## src/hw/acs_map.svh

```systemverilog
`ifndef ACS_MAP_SVH
`define ACS_MAP_SVH

// ----------------------------------------
// Register offsets
// ----------------------------------------
`define ACS_OFF_CTL 4'h0
`define ACS_OFF_CFG 4'h1
`define ACS_OFF_RESH 4'h2
`define ACS_OFF_RESL 4'h3
`define ACS_OFF_GTH 4'h4
`define ACS_OFF_GTL 4'h5
`define ACS_OFF_LTH 4'h6
`define ACS_OFF_LTL 4'h7
`define ACS_OFF_IST 4'h8
`define ACS_OFF_IMSK 4'h9

// ----------------------------------------
// Control register fields
// ----------------------------------------
`define ACS_CTL_EN 7
`define ACS_CTL_TM 6
`define ACS_CTL_DONE 5
`define ACS_CTL_BUSY 4
`define ACS_CTL_SEL_HI 3
`define ACS_CTL_SEL_LO 2
`define ACS_CTL_WIN 1
`define ACS_CTL_LJ 0

// ----------------------------------------
// Configuration register fields
// ----------------------------------------
`define ACS_CFG_DIV_HI 7
`define ACS_CFG_DIV_LO 3
`define ACS_CFG_SGN 0

// ----------------------------------------
// Interrupt status and mask fields
// ----------------------------------------
`define ACS_INT_DONE 0
`define ACS_INT_WIN 1
`define ACS_INT_RSV 8'h00

// ----------------------------------------
// Reset values
// ----------------------------------------
`define ACS_CTL_RST 8'h00
`define ACS_DIV_RST 5'h1F
`define ACS_LIM_RST 16'h0000
`define ACS_RES_RST 10'h000
`define ACS_MSK_RST 2'h0

// ----------------------------------------
// Start source codes
// ----------------------------------------
`define ACS_SEL_SW 2'h0
`define ACS_SEL_T3 2'h1
`define ACS_SEL_EXT 2'h2
`define ACS_SEL_T2 2'h3

// ----------------------------------------
// Phase lengths in SAR clocks
// ----------------------------------------
`define ACS_TRK_LAST 4'h2
`define ACS_CONV_LAST 4'h9
`define ACS_CNT_ZERO 4'h0
`define ACS_CNT_ONE 4'h1

`endif

```

## src/hw/acs_pkg.sv

```systemverilog
package acs_pkg;

	// Sequencer phases
	typedef enum logic [1:0] {
		ACS_IDLE,
		ACS_TRACK,
		ACS_CONV
	} acs_state_t;

endpackage : acs_pkg

```

## src/hw/acs_top.sv

```systemverilog
`timescale 1ns/100ps
`include "acs_map.svh"

module acs_top (
	// Clock, reset, enable
	input wire logic CLOCK,
	input wire logic RST_N,
	input wire logic CE,
	// Register port
	input wire logic [3:0] ADDR,
	input wire logic [7:0] WDATA,
	input wire logic WR,
	input wire logic RD,
	output logic [7:0] RDATA,
	// Start sources
	input wire logic TMR2_OVF,
	input wire logic TMR3_OVF,
	input wire logic EXT_CONVERT_STROBE,
	// Converter core
	input wire logic [9:0] ADC_CODE,
	output logic TRACK,
	output logic CONVERTING,
	// Interrupt
	output logic IRQ
);
	import acs_pkg::*;

	// ----------------------------------------
	// Helpers
	// ----------------------------------------
	// Result word as software sees it
	function automatic logic [15:0] acs_word(input logic [9:0] r, input logic lj, input logic sgn);
		if (lj)
			return {r, 6'h00};
		else
			return {{6{sgn & r[9]}}, r};
	endfunction : acs_word

	// Greater-than, signed for differential data
	function automatic logic acs_gt(input logic [15:0] a, input logic [15:0] b, input logic sgn);
		if (sgn)
			return $signed(a) > $signed(b);
		else
			return a > b;
	endfunction : acs_gt

	// ----------------------------------------
	// Registers
	// ----------------------------------------
	acs_state_t state_r;
	logic [3:0] cnt_r;
	logic en_r, tm_r, lj_r, done_r, win_r, sgn_r, strobe_d_r;
	logic [1:0] sel_r, msk_r, ist_r;
	logic [4:0] div_r;
	logic [15:0] gt_r, lt_r;
	logic [9:0] res_r;
	logic [7:0] rdata_r, rd_val;
	logic tick, busy, start, start_trk, conv_end, match, ctl_wr, ext_rise;
	logic [15:0] word_new, word_cur;

	assign ctl_wr = WR && (ADDR == `ACS_OFF_CTL);
	assign ext_rise = EXT_CONVERT_STROBE && !strobe_d_r;

	// ----------------------------------------
	// Start decode
	// ----------------------------------------
	always_comb
	begin
		start = 1'b0;
		start_trk = 1'b0;
		if (en_r && state_r == ACS_IDLE)
		begin
			case (sel_r)
				`ACS_SEL_SW: start = ctl_wr && WDATA[`ACS_CTL_BUSY];
				`ACS_SEL_T3: start = TMR3_OVF;
				`ACS_SEL_EXT: start = ext_rise;
				`ACS_SEL_T2: start = TMR2_OVF;
				default: start = 1'b0;
			endcase
			// Fixed track window except for the strobe-driven mode
			start_trk = start && tm_r && (sel_r != `ACS_SEL_EXT);
		end
	end

	acs_sar_tick u_tick (
		.clk(CLOCK),
		.rst_n(RST_N),
		.ce(CE),
		.clr(start),
		.div(div_r),
		.tick(tick)
	);

	// ----------------------------------------
	// Sequencer
	// ----------------------------------------
	assign conv_end = (state_r == ACS_CONV) && tick && (cnt_r == `ACS_CONV_LAST);

	// Track then convert, counted in SAR clocks
	always_ff @(posedge CLOCK or negedge RST_N)
	begin
		if (!RST_N)
		begin
			state_r <= ACS_IDLE;
			cnt_r <= `ACS_CNT_ZERO;
		end
		else if (CE)
		begin
			if (!en_r)
				state_r <= ACS_IDLE; // Disabling aborts any conversion
			else
			begin
				case (state_r)
					ACS_IDLE:
					begin
						cnt_r <= `ACS_CNT_ZERO;
						if (start_trk)
							state_r <= ACS_TRACK;
						else if (start)
							state_r <= ACS_CONV;
					end
					ACS_TRACK:
						if (tick)
						begin
							if (cnt_r == `ACS_TRK_LAST)
							begin
								cnt_r <= `ACS_CNT_ZERO;
								state_r <= ACS_CONV;
							end
							else
								cnt_r <= cnt_r + `ACS_CNT_ONE;
						end
					ACS_CONV:
						if (tick)
						begin
							if (conv_end)
								state_r <= ACS_IDLE;
							else
								cnt_r <= cnt_r + `ACS_CNT_ONE;
						end
					default: state_r <= ACS_IDLE;
				endcase
			end
		end
	end

	// Busy covers the fixed track window, whichever source started it
	assign busy = (state_r != ACS_IDLE);
	assign CONVERTING = (state_r == ACS_CONV);
	// Free tracking in normal mode; strobe-low tracking in mode 10
	assign TRACK = en_r && ((state_r == ACS_TRACK) || (state_r == ACS_IDLE &&
		(!tm_r || (sel_r == `ACS_SEL_EXT && !EXT_CONVERT_STROBE))));

	// Strobe history for edge detect; input is synchronous already
	// Resets high so a strobe idling high shows no false edge
	always_ff @(posedge CLOCK or negedge RST_N)
	begin
		if (!RST_N)
			strobe_d_r <= 1'b1;
		else if (CE)
			strobe_d_r <= EXT_CONVERT_STROBE;
	end

	// ----------------------------------------
	// Result and window compare
	// ----------------------------------------
	assign word_new = acs_word(ADC_CODE, lj_r, sgn_r);
	assign word_cur = acs_word(res_r, lj_r, sgn_r);
	// Limits in order give inside window, reversed give outside
	assign match = acs_gt(lt_r, gt_r, sgn_r) ?
		(acs_gt(word_new, gt_r, sgn_r) && acs_gt(lt_r, word_new, sgn_r)) :
		(acs_gt(word_new, gt_r, sgn_r) || acs_gt(lt_r, word_new, sgn_r));

	// Capture code at the end of conversion
	always_ff @(posedge CLOCK or negedge RST_N)
	begin
		if (!RST_N)
			res_r <= `ACS_RES_RST;
		else if (CE && conv_end)
			res_r <= ADC_CODE;
	end

	// ----------------------------------------
	// Control and configuration writes
	// ----------------------------------------
	always_ff @(posedge CLOCK or negedge RST_N)
	begin
		if (!RST_N)
		begin
			{en_r, tm_r, sel_r, lj_r} <= 5'h00;
			div_r <= `ACS_DIV_RST;
			sgn_r <= 1'b0;
			gt_r <= `ACS_LIM_RST;
			lt_r <= `ACS_LIM_RST;
			msk_r <= `ACS_MSK_RST;
		end
		else if (CE && WR)
		begin
			case (ADDR)
				`ACS_OFF_CTL:
				begin
					en_r <= WDATA[`ACS_CTL_EN];
					tm_r <= WDATA[`ACS_CTL_TM];
					sel_r <= WDATA[`ACS_CTL_SEL_HI:`ACS_CTL_SEL_LO];
					lj_r <= WDATA[`ACS_CTL_LJ];
				end
				`ACS_OFF_CFG:
				begin
					div_r <= WDATA[`ACS_CFG_DIV_HI:`ACS_CFG_DIV_LO];
					sgn_r <= WDATA[`ACS_CFG_SGN];
				end
				`ACS_OFF_GTH: gt_r[15:8] <= WDATA;
				`ACS_OFF_GTL: gt_r[7:0] <= WDATA;
				`ACS_OFF_LTH: lt_r[15:8] <= WDATA;
				`ACS_OFF_LTL: lt_r[7:0] <= WDATA;
				`ACS_OFF_IMSK: msk_r <= WDATA[1:0];
				default: msk_r <= msk_r;
			endcase
		end
	end

	// ----------------------------------------
	// Flags and interrupt
	// ----------------------------------------
	// Hardware set wins over a software clear in the same cycle
	always_ff @(posedge CLOCK or negedge RST_N)
	begin
		if (!RST_N)
		begin
			done_r <= 1'b0;
			win_r <= 1'b0;
		end
		else if (CE)
		begin
			done_r <= conv_end || (ctl_wr ? WDATA[`ACS_CTL_DONE] : done_r);
			win_r <= (conv_end && match) || (ctl_wr ? WDATA[`ACS_CTL_WIN] : win_r);
		end
	end

	// Status cleared by reading it
	always_ff @(posedge CLOCK or negedge RST_N)
	begin
		if (!RST_N)
			ist_r <= `ACS_MSK_RST;
		else if (CE)
		begin
			ist_r[`ACS_INT_DONE] <= conv_end || (ist_r[`ACS_INT_DONE] && !(RD && ADDR == `ACS_OFF_IST));
			ist_r[`ACS_INT_WIN] <= (conv_end && match) || (ist_r[`ACS_INT_WIN] && !(RD && ADDR == `ACS_OFF_IST));
		end
	end

	assign IRQ = |(ist_r & msk_r);

	// ----------------------------------------
	// Read port
	// ----------------------------------------
	always_comb
	begin
		case (ADDR)
			`ACS_OFF_CTL: rd_val = {en_r, tm_r, done_r, busy, sel_r, win_r, lj_r};
			`ACS_OFF_CFG: rd_val = {div_r, 2'h0, sgn_r};
			`ACS_OFF_RESH: rd_val = word_cur[15:8];
			`ACS_OFF_RESL: rd_val = word_cur[7:0];
			`ACS_OFF_GTH: rd_val = gt_r[15:8];
			`ACS_OFF_GTL: rd_val = gt_r[7:0];
			`ACS_OFF_LTH: rd_val = lt_r[15:8];
			`ACS_OFF_LTL: rd_val = lt_r[7:0];
			`ACS_OFF_IST: rd_val = {6'h00, ist_r};
			`ACS_OFF_IMSK: rd_val = {6'h00, msk_r};
			default: rd_val = `ACS_INT_RSV;
		endcase
	end

	// Data stands only in the cycle after the strobe
	always_ff @(posedge CLOCK or negedge RST_N)
	begin
		if (!RST_N)
			rdata_r <= 8'h00;
		else if (CE)
			rdata_r <= RD ? rd_val : 8'h00;
	end

	assign RDATA = rdata_r;

	// ----------------------------------------
	// Checks
	// ----------------------------------------
	property p_done_on_fall;
		@(posedge CLOCK) disable iff (!RST_N) $fell(busy) && en_r |-> done_r;
	endproperty
	a_done_on_fall: assert property (p_done_on_fall) else $error("done flag not set as busy fell");

	property p_busy_conv;
		@(posedge CLOCK) disable iff (!RST_N)
			CE && RD && ADDR == `ACS_OFF_CTL && state_r == ACS_CONV |=> RDATA[`ACS_CTL_BUSY];
	endproperty
	a_busy_conv: assert property (p_busy_conv) else $error("busy low during conversion");

	property p_ext_start;
		@(posedge CLOCK) disable iff (!RST_N)
			CE && en_r && !tm_r && sel_r == `ACS_SEL_EXT && state_r == ACS_IDLE && ext_rise |=> state_r == ACS_CONV;
	endproperty
	a_ext_start: assert property (p_ext_start) else $error("strobe edge did not start conversion");

	property p_t2_start;
		@(posedge CLOCK) disable iff (!RST_N)
			CE && en_r && !tm_r && sel_r == `ACS_SEL_T2 && state_r == ACS_IDLE && TMR2_OVF |=> state_r == ACS_CONV;
	endproperty
	a_t2_start: assert property (p_t2_start) else $error("timer 2 overflow did not start conversion");

	property p_track_len;
		@(posedge CLOCK) disable iff (!RST_N)
			state_r == ACS_CONV && $past(state_r) == ACS_TRACK |-> $past(cnt_r) == `ACS_TRK_LAST && $past(tick);
	endproperty
	a_track_len: assert property (p_track_len) else $error("track window not three SAR clocks");

	property p_t3_track;
		@(posedge CLOCK) disable iff (!RST_N)
			CE && en_r && tm_r && sel_r == `ACS_SEL_T3 && state_r == ACS_IDLE && TMR3_OVF |=> state_r == ACS_TRACK;
	endproperty
	a_t3_track: assert property (p_t3_track) else $error("timer 3 overflow did not start tracking");

	property p_ext_track;
		@(posedge CLOCK) disable iff (!RST_N)
			CE && en_r && tm_r && sel_r == `ACS_SEL_EXT && state_r == ACS_IDLE && ext_rise |=> state_r == ACS_CONV;
	endproperty
	a_ext_track: assert property (p_ext_track) else $error("strobe edge did not end tracking");

	property p_win_sticky;
		@(posedge CLOCK) disable iff (!RST_N) win_r && !(CE && ctl_wr) |=> win_r;
	endproperty
	a_win_sticky: assert property (p_win_sticky) else $error("window flag dropped by itself");

	property p_ljust_low;
		@(posedge CLOCK) disable iff (!RST_N) CE && RD && ADDR == `ACS_OFF_RESL && lj_r |=> RDATA[5:0] == 6'h00;
	endproperty
	a_ljust_low: assert property (p_ljust_low) else $error("left justified low byte not zero");

	property p_win_set;
		@(posedge CLOCK) disable iff (!RST_N) CE && conv_end && match |=> win_r;
	endproperty
	a_win_set: assert property (p_win_set) else $error("window match not flagged");

	property p_zero_write;
		@(posedge CLOCK) disable iff (!RST_N)
			CE && ctl_wr && !WDATA[`ACS_CTL_BUSY] && state_r == ACS_IDLE && sel_r == `ACS_SEL_SW |=> state_r == ACS_IDLE;
	endproperty
	a_zero_write: assert property (p_zero_write) else $error("busy write of zero started a conversion");

endmodule : acs_top

```

## src/hw/acs_sar_tick.sv

```systemverilog
`timescale 1ns/100ps
`include "acs_map.svh"

module acs_sar_tick (
	// Clock, reset and enable
	input wire logic clk,
	input wire logic rst_n,
	input wire logic ce,
	// Control
	input wire logic clr,
	input wire logic [4:0] div,
	// SAR clock enable pulse
	output logic tick
);

	logic [4:0] cnt_r;

	// One tick every div+1 system clocks
	assign tick = (cnt_r == div);

	// Restart on clr so every phase starts on a whole SAR clock
	always_ff @(posedge clk or negedge rst_n)
	begin
		if (!rst_n)
			cnt_r <= 5'h00;
		else if (ce)
		begin
			if (clr || tick)
				cnt_r <= 5'h00;
			else
				cnt_r <= cnt_r + 5'h01;
		end
	end

endmodule : acs_sar_tick

```

## config.mk

```make
export PLATFORM = sky130hd
export DESIGN_NAME = acs_top
export DESIGN_NICKNAME = d
export VERILOG_FILES = /design/src/hw/acs_pkg.sv /design/src/hw/acs_top.sv /design/src/hw/acs_sar_tick.sv
export VERILOG_INCLUDE_DIRS = /design/src /design/src/hw
export SDC_FILE = /design/constraint.sdc
export NUM_CORES = 1
export LEC_CHECK = 0
export ABC_CLOCK_PERIOD_IN_PS = 7150
export BUFFER_PORTS_ARGS = -buffer_cell sky130_fd_sc_hd__buf_2
export CAP_MARGIN = 20
export CORE_MARGIN = 2
export CORE_UTILIZATION = 35
export DETAILED_ROUTE_END_ITERATION = 8
export PLACE_DENSITY = 0.5
export SKIP_LAST_GASP = 1
export SLEW_MARGIN = 20
export SYNTH_ARGS = -nofsm -noshare
export SYNTH_HDL_FRONTEND = slang
export SYNTH_SLANG_ARGS = --single-unit
```

## constraint.sdc

```tcl
create_clock -name CLOCK -period 7.15 [get_ports CLOCK]
set_input_delay 0.3575 -clock CLOCK [delete_from_list [all_inputs] [get_ports CLOCK]]
set_output_delay 0.3575 -clock CLOCK [all_outputs]
set_load 0.02 [all_outputs]
```

== Word-level counts from Yosys, hierarchy flattened ==
Cells that the tools add are included.
Word-level totals
  register bits after elaboration: 79
  bits of input ports: 30
  output and inout port bits: 11
  word-level logic and storage cells: 130
Cells by class
  reductions and logical operators: 45
  magnitude comparators: 6
  add/subtract/negate cells: 2
  bitwise gates (word level): 3
  muxes and demuxes: 28
  equality and inequality tests: 26
Operators by type and width (number)
  16-bit > comparator: 6
  8-bit case mux with 10 select lines: 1
  16-bit 2-to-1 mux: 2
  1-bit logical AND: 18
  4-bit by 3-bit equality test with 1-bit output, second input constant: 4
  4-bit 2-to-1 mux: 4
  2-bit 2-to-1 mux: 7
  2-bit AND reduction: 7
  4-bit by 2-bit equality test with 1-bit output, second input constant: 3
  4-bit equality test, second input constant: 3
  4-bit case mux with 3 select lines: 1
  6-bit AND reduction: 2
  1-bit 2-to-1 mux: 9
  1-bit logical OR: 8
  8-bit 2-to-1 mux: 1
  2-bit equality test, second input constant: 3
  2-bit != test, second input constant: 3
  3-bit by 2-bit != test with 1-bit output, second input constant: 2
  3-bit != test, second input constant: 2
  2-bit case mux with 3 select lines: 1
  5-bit by 1-bit adder with 5-bit output, second input constant: 1
  5-bit equality test: 1
  5-bit 2-to-1 mux: 1
  4-bit by 1-bit adder with 4-bit output, second input constant: 1
  other kinds (13): 19

== Longest topological paths before layout ==
Gate-level depths: netlist of the first run.
  depth in word-level cells: 11
  depth in mapped cells: 13
  mapped depth without buffers: 12

== Cells and area by module ==
Synthesis of the first run repeated with hierarchy kept, for this count alone.
Unflattened totals
  cell total of the unflattened synthesis: 578
  area total of the unflattened synthesis: 5441.5 µm²
By module, submodules not included
  acs_top: instances 1, seq. area each 1859.3 µm², area each 5108.6 µm², cells each 547
  acs_sar_tick: instances 1, seq. area each 125.1 µm², area each 332.8 µm², cells each 31

== Worst setup path after synthesis of the first run ==
No wires, ideal clock.
  path kind: register -> register
  from: register lj_r
  to: register ist_r[1]
  data arrival time: 2.973 ns
  library setup time: 0.083 ns
  required time: 7.067 ns
  stages on the path, launching flop included: 13
  setup slack: 4.094 ns
  buffers on the path: 2
  clock period less this slack: 3.056 ns
  path through: dfrtp_1 clkbuf_1 buf_1 o21a_1 inv_1 ha_1 nand4_1 nor4_1 a21boi_0 o32a_1 o21ai_0 maj3_1 o21ai_0
On the way
  cells in the longest elaborated chain, start to end: 7
  elaborated cells on any way between the ends: 12
  those cells by class: order compare: 4; mux: 4; reduce/logical: 4
Ends and longest elaborated chain
  start: declaration: RTL line acs_top.sv:52  | logic en_r, tm_r, lj_r, done_r, win_r, sgn_r, strobe_d_r;
  start signal: assignment: RTL line acs_top.sv:205  | lj_r <= WDATA[`ACS_CTL_LJ];
  16-bit 2-to-1 mux *: RTL line acs_top.sv:33  | if (lj)
  16-bit > comparator, on equally long branches: RTL line acs_top.sv:44, acs_top.sv:42
  1-bit 2-to-1 mux: RTL line acs_top.sv:41  | if (sgn)
  1-bit logical OR / 1-bit logical AND (equally long branches): RTL line acs_top.sv:172, acs_top.sv:171
  1-bit 2-to-1 mux *: RTL line acs_top.sv:170  | assign match = acs_gt(lt_r, gt_r, sgn_r) ?
  1-bit logical AND *: RTL line acs_top.sv:248  | ist_r[`ACS_INT_WIN] <= (conv_end && match) || (ist_r[`ACS_INT_WIN] && !(RD && ADDR == `ACS_OFF_IST));
  1-bit logical OR *: RTL line acs_top.sv:248
  end signal: assignment: RTL line acs_top.sv:244  | ist_r <= `ACS_MSK_RST;
  end signal: indexed assignment: RTL line acs_top.sv:247  | ist_r[`ACS_INT_DONE] <= conv_end || (ist_r[`ACS_INT_DONE] && !(RD && ADDR == `ACS_OFF_IST));
  end signal: indexed assignment: RTL line acs_top.sv:248
  end: declaration: RTL line acs_top.sv:53  | logic [1:0] sel_r, msk_r, ist_r;
Mark *: on every way between the ends. The rest lies on a longest branch, timed or not.
A chain may end at the register's enable or synchronous reset.

== Worst setup path in the final report of the first run ==
Same ends and word-level chain as after synthesis.

==> impl_metrics.yaml, run 1 <==
run_status:
  status: "completed"
synth:
  yosysUniqueCellTypes: 61
  syn_area_sq_um: 5430
  synthXorXnorAreaFrac_pct: 0.806
  synthFlopType: "dfrtp_1"
  ys_async_sr_fraction_pct: 100
  yosysWarnings: 0
  synth.net_count: 668
  syn_inst: 582
  synth-seq-cells: 79
  synth.avg_cell_area_sq_um: 9.34
  synth_edf_count: 0
  synth_top_family_by_area: "simple AND/OR/NAND/NOR gates"
  synth-adder-area-share_pct: 13.1
  synth-seq-area-share_pct: 36.5
  synth_mux_area_share_pct: 13.2
  synth-simple-area-share_pct: 16.4
  synth_compound_area_share_pct: 14.7
placement:
  portBuffers: 40
  dp_hpwl_mm: 11.9
  gp_congestion: 0.884
  pre_cts_ws_ps: 3690
  place_inst: 790
timing:
  max_slew.worst_pin.slew_ps: 965
  rsz0062_at_grt: "no"
  min_period_ps: 3240
  slew_violations: 0
  setup_viol: 0
  fin_crit_sh_pct: 45.3
  setup_tns_ps: 0
  hold_viol_final: 0
  slew_headroom_pct: 35.4
  fin_ws_ps: 3910
  max_freq_mhz: 308
  fin_skew_ps: 8.75
  whs_ps: 21.8
die:
  dieArea_sq_um: 16500
  pin_count: 41
  chipWidth_microns: 129
  rows: 45
  floorplan.initialDensity_pct: 35.7
  die_h_microns: 129
  core_area_sq_um: 15200
route:
  dr.pass1.iters: 5
  wire_per_inst_microns: 19.6
  drt-total-wl_mm: 15.8
  drt_iter0_markers: 210
  vias: 4563
  drc: 0
  route.antenna.remaining_nets: 0
  viasPerCell: 5.65
pwr:
  pwr-share-seq_pct: 37.2
  p_int_uw: 1100
  leakagePower_uw: 0.00285
  power_density_nw_per_um2: 276
  p_sw_uw: 600
  vdd_drop_max_uv: 116
  sw_frac_of_total_pct: 35.3
  p_clk_share_pct: 32.3
  power_frac_comb_pct: 30.5
  p_total_uw: 1700
clock_tree:
  cts_buffers: 9
  cts_max_path_buffers: 2
  ctsHoldBuffers: 0
  cts_root_buf: "clkbuf_16"
  clkLatencyLatePin_ps: 360
  path_clk_slew_ps: 70
  htree_levels: 3
  cts_setup_buffers: 0
  cts.sinks: 79
  ctsResizeCount: 0
  cts_tree: "built"
cells_and_area:
  num-nets-final: 700
  area_growth_pct: 13.2
  fin_cells: 807
  antenna_cells: 0
  drive_gt1_share_pct: 19.4
setup_path:
  reg2reg_depth: 11
  crit_path_end_kind: "flip-flop"
  cp-start-kind: "flip-flop"
  cp.arrival_ps: 3510
  path_max_fanout: 31
  r2r_start: "lj_r"
  reg2reg_to: "ist_r[1]"
  worst_ep_required_time_ps: 7420
  rrSetupSlack_ps: 3910
  path_class: "reg -> reg"
global_routing:
  grt_pass1_vias: 4535
  grtUsageTotal_pct: 20.2
  grt_pass1_wl_mm: 25.2
  antenna_found_initial: 0
  grt-ovfl-total: 0
  grt_max_degree: 80
flow_run:
  max_cap_violations: 0
hold_path:
  hp-class: "in -> async"
synthesized netlist by cell type (all sizes together), types with 3 or more instances:
master	number	share of area [%]
mux2i	16	2.9
o31ai	3	0.51
nor3b	4	0.55
inv	52	3.6
and2	3	0.35
nand2	61	4.2
nand3	13	1.2
xor2	5	0.81
a22oi	7	0.97
mux2	45	9.4
and3	3	0.35
nor2b	13	1.5
ha	56	13
nor2	27	1.9
clkbuf	13	0.90
a21oi	35	3.2
a211oi	3	0.41
o211ai	3	0.41
nand4	11	1.3
buf	8	0.76
o21ai	42	3.9
dfrtp	73	34
nor4	11	1.8
dfstp	6	2.9
nand2b	13	1.5
o22ai	12	1.4
nor3	8	0.74
critical path, stage by stage (launching register included):
cell and delay [ps]:
dfrtp_2 630, or2_2 430, nand2_1 100, inv_1 50, ha_1 280, nand4_1 150, nor4_1 400, a21boi_0 280
o32a_1 190, o21ai_0 100, maj3_1 380, o21ai_0 160
power by group through the flow:
stage | sequential [uW] | clock [uW] | combinational [uW]
3_5_place_dp | 640 | 0 | 518
5_1_grt | 645 | 572 | 598
4_1_cts | 632 | 559 | 521
3_3_place_gp | 640 | 0 | 501
2_1_floorplan | 596 | 0 | 391
6_report | 632 | 550 | 518
routing by layer:
metal	track usage (%)	up-vias	share of wire (%)
met4	9.46	0	3.0
met1	28.1	2227	48
met3	3.04	29	5.4
met5	0	-	0
met2	31.0	142	43
li1	-	2165	-
worst max path at each step:
stage / slack [ps] / cells past startpoint / to / from
after global placement: 3770 / 11 / ist_r[1] / lj_r
after CTS: 3670 / 11 / win_r / lj_r
final: 3910 / 11 / ist_r[1] / lj_r
after global routing: 3610 / 11 / ist_r[1] / lj_r
after floorplan: 4090 / 12 / ist_r[1] / lj_r
after detailed placement: 3690 / 11 / win_r / lj_r
final cells by class:
type	instances	area, sq um
Multi-Input combinational cell	430	3170
Clock buffer	9	225
Fill cell	1538	9050
Clock inverter	7	120
Tap cell	188	235
Timing Repair Buffer	42	225
Inverter	52	195
Sequential cell	79	1990
cell families (layout without fill, tap and decap cells):
family          count (synthesis)  in the layout
flops                          79             79
mux                            63             63
simple gates                  175            175
fa+ha+maj                      57             57
xor+xnor                        5              5
buf+inv                        73            110
compound gates                130            130
through the flow:
stage | util (%) | instance area, sq um
floorplan | - | 5430
global placement | 38.1 | 5790
detailed placement | 38.1 | 5790
CTS | 40.4 | 6130
global route | 40.5 | 6150
finish | 40.5 | 6150
state kept, by name, indices dropped and copies added (netlist names):
signal        count
strobe_d_r        1
lt_r             16
res_r            10
sel_r             2
done_r            1
lj_r              1
msk_r             2
sgn_r             1
ist_r             2
cnt_r             4
u_tick.cnt_r      5
div_r             5
state_r           2
tm_r              1
en_r              1
win_r             1
RDATA             8
gt_r             16
cells in the final DEF (no fill, tap or decap), types with 4 or more instances in the layout:
cell and instances:
a21oi_1 35, a22oi_1 7, buf_2 39, clkbuf_16 9
dfrtp_1 72, dfstp_2 6, ha_1 56, inv_1 52
mux2_2 44, mux2i_1 16, nand2_1 61, nand2b_1 13
nand3_1 13, nand4_1 11, nor2_1 26, nor2b_1 13
nor3_1 8, nor3b_1 4, nor4_1 8, o21ai_0 41
o22ai_1 12, xor2_1 5
Note: power is estimated with default switching activity, not from simulation.
==> run 2: changes to the inputs <==
--- a/config.mk
+++ b/config.mk
@@ -6,13 +6,14 @@
 export SDC_FILE = /design/constraint.sdc
 export NUM_CORES = 1
 export LEC_CHECK = 0
-export ABC_CLOCK_PERIOD_IN_PS = 7150
+export ABC_AREA = 1
+export ABC_CLOCK_PERIOD_IN_PS = 2900
 export BUFFER_PORTS_ARGS = -buffer_cell sky130_fd_sc_hd__buf_2
 export CAP_MARGIN = 20
 export CORE_MARGIN = 2
 export CORE_UTILIZATION = 35
 export DETAILED_ROUTE_END_ITERATION = 8
-export PLACE_DENSITY = 0.5
+export PLACE_DENSITY = 0.52
 export SKIP_LAST_GASP = 1
 export SLEW_MARGIN = 20
 export SYNTH_ARGS = -nofsm -noshare
==> constraint.sdc (replaced) <==
create_clock -name CLOCK -period 2.9 [get_ports CLOCK]
set_input_delay 0.145 -clock CLOCK [delete_from_list [all_inputs] [get_ports CLOCK]]
set_output_delay 0.145 -clock CLOCK [all_outputs]
set_load 0.02 [all_outputs]
==> run 2 against run 1 <==
Global-route usage rose by 1.5 points. Via count up 8.2%. Combinational power increased to 2.6 times the previous value. Die area shrank 1.1%. Cell count up 18%. Area after synthesis decreased by 1.2%. Clock skew is 2.1 ps lower. Maximum frequency up 29%. Utilization up 0.17 points. Count of clock-buffer cells in the layout rose by 1. Design area shrank 0.33%.
==> impl_metrics.yaml, run 2 <==
run_status:
  status: "completed"
timing:
  fin_ws_ps: 396
  slew_violations: 0
  setup_tns_ps: 0
  max_slew.worst_pin.slew_ps: 715
  min_period_ps: 2500
  rsz0062_at_grt: "no"
  hold_viol_final: 0
  slew_headroom_pct: 52.4
  fin_skew_ps: 6.61
  setup_viol: 0
  fin_crit_sh_pct: 86.3
  max_freq_mhz: 399
cells_and_area:
  num-nets-final: 845
  final_cell_mix: "nand2_1, inv_1, o21ai_0"
  antenna_cells: 0
  num-fill-cells: 1554
  utilization_pct: 40.6
  drive_gt1_share_pct: 11.9
  top_regs: "gt_r (16), lt_r (16), res_r (10)"
  area_growth_pct: 14.2
  layout_commonest_cell: "nand2_1"
route:
  viasPerCell: 5.18
  wire_per_inst_microns: 17.8
  drc: 0
  drt-total-wl_mm: 16.9
  vias: 4936
  route.antenna.remaining_nets: 0
  drt_iter0_markers: 474
  dr.pass1.iters: 5
hold_path:
  hp-class: "in -> reg"
clock_tree:
  cts_setup_buffers: 0
  cts_max_path_buffers: 2
  path_clk_slew_ps: 60
  cts.sinks: 79
  htree_levels: 3
  ctsResizeCount: 0
  cts_buffers: 9
  clkLatencyLatePin_ps: 350
  cts_root_buf: "clkbuf_16"
  cts_tree: "built"
placement:
  dp_hpwl_mm: 13.1
  gp_congestion: 0.919
  pre_cts_ws_ps: 431
  portBuffers: 40
synth:
  syn_area_sq_um: 5370
  ys_async_sr_fraction_pct: 100
  synth_common_cells: "nand2_1, inv_1, o21ai_0, dfrtp_1, ha_1"
  syn_inst: 715
  synth.avg_cell_area_sq_um: 7.51
  yosysTopAreaCellShare_pct: 34.0
  synth.net_count: 801
  synth_edf_count: 0
  yosysTopAreaCell: "dfrtp_1"
  ys_top_cells_by_area: "dfrtp_1, ha_1, nand2_1, inv_1, o21ai_0"
  synth-seq-area-share_pct: 36.9
  synth-seq-cells: 79
  synthFlopType: "dfrtp_1"
  synth_most_common_cell: "nand2_1"
  yosysWarnings: 0
  yosysUniqueCellTypes: 43
pwr:
  p_total_uw: 4170
  power_density_nw_per_um2: 679
  leakagePower_uw: 0.00324
  vdd_drop_max_uv: 318
global_routing:
  grtUsageTotal_pct: 21.7
  grt-ovfl-total: 0
  grt_pass1_vias: 4662
  grt_pass1_wl_mm: 26.4
  antenna_found_initial: 0
  grt_max_degree: 80
die:
  dieArea_sq_um: 16400
  pin_count: 41
  floorplan.initialDensity_pct: 35.6
  rows: 45
  chipWidth_microns: 128
  core_area_sq_um: 15100
  die_h_microns: 128
setup_path:
  path_max_fanout: 11
  cp.arrival_ps: 2780
  cp-start-kind: "flip-flop"
  crit_path_end_kind: "flip-flop"
  worst_ep_required_time_ps: 3170
  path_class: "reg -> reg"
flow_run:
  max_cap_violations: 0
## run 2: cell types whose count changed after synthesis, sizes merged, moves of 5 or more
cell / change
a22oi: -7
nand2: +130
nor2b: -13
nor2: +22
o22ai: -5
nand2b: -13
inv: +61
nand3: +14
mux2i: -15
clkbuf: -5
nor4: -11
o21ai: +42
mux2: -43
## run 2: logic make-up after synthesis
| family | count (synthesis) | synth area share (%) |
|---|---|---|
| buffers and inverters | 126 | 8.97 |
| XOR/XNOR | 8 | 1.30 |
| multiplexers | 3 | 0.745 |
| AO/OA/AOI/OAI | 153 | 16.1 |
| flip-flops | 79 | 36.9 |
| adder cells (fa/ha/maj) | 56 | 13.0 |
| AND/OR/NAND/NOR | 290 | 22.9 |
## run 2: report_power, final
part           switching [uW]  total, uW  leakage (uW)  internal, uW
clock network             472       1260      0.000163           783
logic                     855       1370       0.00205           516
registers                 243       1540       0.00102          1300
total                    1570       4170       0.00324          2600
## run 2: worst paths after layout
path	slack, ps	end	cells past startpoint	start
worst max-delay path	400	win_r	14	lj_r
worst min-delay path	20	strobe_d_r	3	EXT_CONVERT_STROBE
worst max register to register	400	win_r	14	lj_r
worst min register to register	470	RDATA[7]	2	RDATA[7]
max in group asynchronous	2010	lt_r[15]	2	RST_N
min in group asynchronous	400	u_tick.cnt_r[1]	2	RST_N
## run 2: area by class of cell
cell class	instances	area [sq um]	share of cell area [%]
Sequential cell	79	1980	32.4
Clock buffer	10	239	3.90
Multi-Input combinational cell	510	2910	47.4
Timing Repair Buffer	46	254	4.14
Inverter	113	424	6.92
Tap cell	188	235	3.84
Clock inverter	6	91.3	1.49
## run 2: repair_timing
| action | CTS | global route |
|---|---|---|
| endpoints found under the hold margin | 0 | 73 |
| hold buffers | 0 | 1 |
| setup endpoints to repair | 0 | 0 |
## run 2: worst max-delay path: stages (launching register included)
cell	delay, ps
dfrtp_1	530
nor2_1	130
nor2_1	240
o21ai_0	190
inv_1	90
ha_1	230
a21oi_1	150
o21ai_0	90
a21oi_1	170
nand2_1	70
nand2_1	70
nand3_1	80
a21oi_1	200
nand2_1	70
a21oi_1	120
## run 2: metrics by stage
| stage | cells | cell area [sq um] | hold WS [ps] |
|---|---|---|---|
| after floorplan | 715 | 5370 | -151 |
| after global placement | 935 | 5790 | 376 |
| after detailed placement | 935 | 5790 | 383 |
| after CTS | 951 | 6120 | 12.6 |
| after global routing | 952 | 6130 | 40.5 |
| final | 952 | 6130 | 22.0 |
## run 2: layer usage
| metal | routed length, microns | track usage (%) | vias up |
|---|---|---|---|
| met5 | 0 | 0 | - |
| met4 | 284 | 6.53 | 0 |
| met3 | 1040 | 3.84 | 21 |
| met2 | 7610 | 33.6 | 152 |
| met1 | 8000 | 31.1 | 2324 |
| li1 | - | - | 2439 |
==> run 3: changes to the inputs <==
--- a/config.mk
+++ b/config.mk
@@ -10,6 +10,7 @@
 export ABC_CLOCK_PERIOD_IN_PS = 2900
 export BUFFER_PORTS_ARGS = -buffer_cell sky130_fd_sc_hd__buf_2
 export CAP_MARGIN = 20
+export CORE_ASPECT_RATIO = 2
 export CORE_MARGIN = 2
 export CORE_UTILIZATION = 35
 export DETAILED_ROUTE_END_ITERATION = 8
@@ -18,4 +19,5 @@
 export SLEW_MARGIN = 20
 export SYNTH_ARGS = -nofsm -noshare
 export SYNTH_HDL_FRONTEND = slang
+export SYNTH_HIERARCHICAL = 1
 export SYNTH_SLANG_ARGS = --single-unit
==> run 3 against run 2 <==
Count of clock-buffer cells in the layout grew 1. Register-to-register slack lost 30 ps. Global-route usage grew 2.1 points. Die area shrank 0.20%. Via count grew 1.0%. Cell count shrank 0.11%. Non-clock buffer count shrank 2. Hold slack gained 5.7 ps. Routed wire length grew 10%. Total power grew 4.6%. Critical path depth grew 2. Largest cell class unchanged.
==> impl_metrics.yaml, run 3 <==
run_status:
  status: "completed"
route:
  drt-total-wl_mm: 18.7
  drc: 0
  vias: 4986
  drt_iter0_markers: 361
  dr.pass1.iters: 5
  wire_per_inst_microns: 19.6
  route.antenna.remaining_nets: 0
  viasPerCell: 5.24
global_routing:
  antenna_found_initial: 0
  grt_pass1_vias: 5060
  grt-ovfl-total: 0
  grtUsageTotal_pct: 23.8
  grt_max_degree: 80
  grt_pass1_wl_mm: 28.5
synth:
  syn_inst: 709
  yosysWarnings: 6
  ys_top_cells_by_area: "dfrtp_1, nand2_1, ha_1, o21ai_0, inv_1"
  yosysUniqueCellTypes: 38
  ys_async_sr_fraction_pct: 100
  yosysTopAreaCell: "dfrtp_1"
  synth-seq-cells: 79
  synth_edf_count: 0
  yosysTopAreaCellShare_pct: 34.2
  syn_area_sq_um: 5340
  synth.avg_cell_area_sq_um: 7.53
  synth-seq-area-share_pct: 37.2
  synth.net_count: 795
  synth_most_common_cell: "nand2_1"
  synthFlopType: "dfrtp_1"
  synth_common_cells: "nand2_1, inv_1, o21ai_0, dfrtp_1, ha_1"
clock_tree:
  cts_tree: "built"
  clkLatencyLatePin_ps: 350
  path_clk_slew_ps: 60
  cts_buffers: 9
  cts.sinks: 79
  cts_root_buf: "clkbuf_16"
  ctsResizeCount: 0
  cts_max_path_buffers: 2
  htree_levels: 3
setup_path:
  path_max_fanout: 10
  cpMostUsedCell: "nand2_1"
  worst_ep_required_time_ps: 3130
  critPathMaxStageDelay_ps: 470
  crit_path_end_kind: "flip-flop"
  cp-start-kind: "flip-flop"
  path_class: "reg -> reg"
  path_delay_family: "simple AND/OR/NAND/NOR gates"
  cp.arrival_ps: 2760
  crit_buf_inv: 2
  cp_slowest_cell: "dfrtp_1"
  crit_chain: "nor2_1, nor2_1, o21ai_0, inv_1, ha_1, nand2_1, nor4_1, nand2_1, nand2_1, nand2_1, nand3_1, inv_1, nand2_1, nand2_1, nand2_1, nand2_1"
cells_and_area:
  final_cell_mix: "nand2_1, inv_1, o21ai_0"
  layout_commonest_cell: "nand2_1"
  num-fill-cells: 1558
  antenna_cells: 0
  fin_cells: 951
  utilization_pct: 41.0
  area_growth_pct: 14.3
  multi_input_area_sq_um: 2860
  drive_gt1_share_pct: 11.4
  top_regs: "gt_r (16), lt_r (16), res_r (10)"
  num-nets-final: 837
  final-seq-area_sq_um: 1980
timing:
  fin_crit_sh_pct: 87.2
  max_slew.worst_pin.slew_ps: 799
  slew_headroom_pct: 46.6
  hold_viol_final: 0
  fin_skew_ps: 6.27
  min_period_ps: 2530
  slew_violations: 0
  setup_tns_ps: 0
  setup_viol: 0
  max_freq_mhz: 395
  rsz0062_at_grt: "no"
die:
  floorplan.initialDensity_pct: 35.8
  pin_count: 41
  core_area_sq_um: 14900
  rows: 63
  chipWidth_microns: 91.3
  dieArea_sq_um: 16300
  die_h_microns: 179
pwr:
  power_density_nw_per_um2: 714
  vdd_drop_max_uv: 294
  p_total_uw: 4360
  leakagePower_uw: 0.00315
placement:
  place_inst: 934
  gp_congestion: 0.925
  dp_hpwl_mm: 15.1
  portBuffers: 40
flow_run:
  max_cap_violations: 0
hold_path:
  hp-class: "in -> reg"
-- run 3: power by group --
part / internal, uW / switching, uW / total, uW
clock network: 888 / 471 / 1360
registers: 1290 / 259 / 1550
logic: 532 / 921 / 1450
-- run 3: layout make-up --
cell class                      count  share of cell area [%]
Clock buffer                       11                    4.14
Clock inverter                      5                    1.70
Inverter                          110                    6.81
Multi-Input combinational cell    507                    46.9
Sequential cell                    79                    32.5
Tap cell                          195                    4.00
Timing Repair Buffer               44                    3.92
-- run 3: worst paths after layout --
path,startpoint,end,slack [ps],depth (start not counted)
worst min-delay path,EXT_CONVERT_STROBE,strobe_d_r,30,3
worst max-delay path,lj_r,win_r,370,16
worst max register to register,lj_r,win_r,370,16
worst min register to register,RDATA[0],RDATA[0],480,2
min in group asynchronous,RST_N,u_tick/cnt_r[1],390,2
max in group asynchronous,RST_N,msk_r[1],1990,2
-- run 3: tightest hold or removal path, delay by kind of cell --
| family | cells | cell delay [ps] |
|---|---|---|
| buffers and inverters | 1 | 110 |
| AOI/OAI and AO/OA | 1 | 60 |
| and+or+nand+nor | 1 | 50 |
-- run 3: cells by family after synthesis --
| group | after synthesis | share of synthesized area, % |
|---|---|---|
| and+or+nand+nor | 288 | 23.0 |
| xor gates and xnor gates | 7 | 1.15 |
| DFF | 79 | 37.2 |
| buffers and inverters | 123 | 9.23 |
| AOI/OAI and AO/OA | 154 | 15.9 |
| adders and majority gates | 56 | 13.1 |
| muxes | 2 | 0.422 |
-- run 3: repair_timing --
action,CTS,global route
setup buffers,0,0
hold endpoints to repair,0,73
hold buffers,0,1
-- run 3: routing by layer --
metal / GRT usage [%] / vias to the layer above / wire [microns]
met4: 18.8 / 0 / 1450
met2: 46.1 / 141 / 10400
met1: 21.9 / 2370 / 6160
met3: 2.98 / 63 / 675
met5: 0 / - / 0
li1: - / 2412 / -
-- run 3: through the flow --
| stage | area, sq um | setup slack [ps] | hold WS [ps] |
|---|---|---|---|
| floorplan | 5340 | 691 | -151 |
| global placement | 5730 | 458 | 369 |
| detailed placement | 5730 | 423 | 377 |
| CTS | 6090 | 419 | 8.93 |
| global route | 6100 | 64.5 | 63.0 |
| finish | 6100 | 370 | 27.7 |
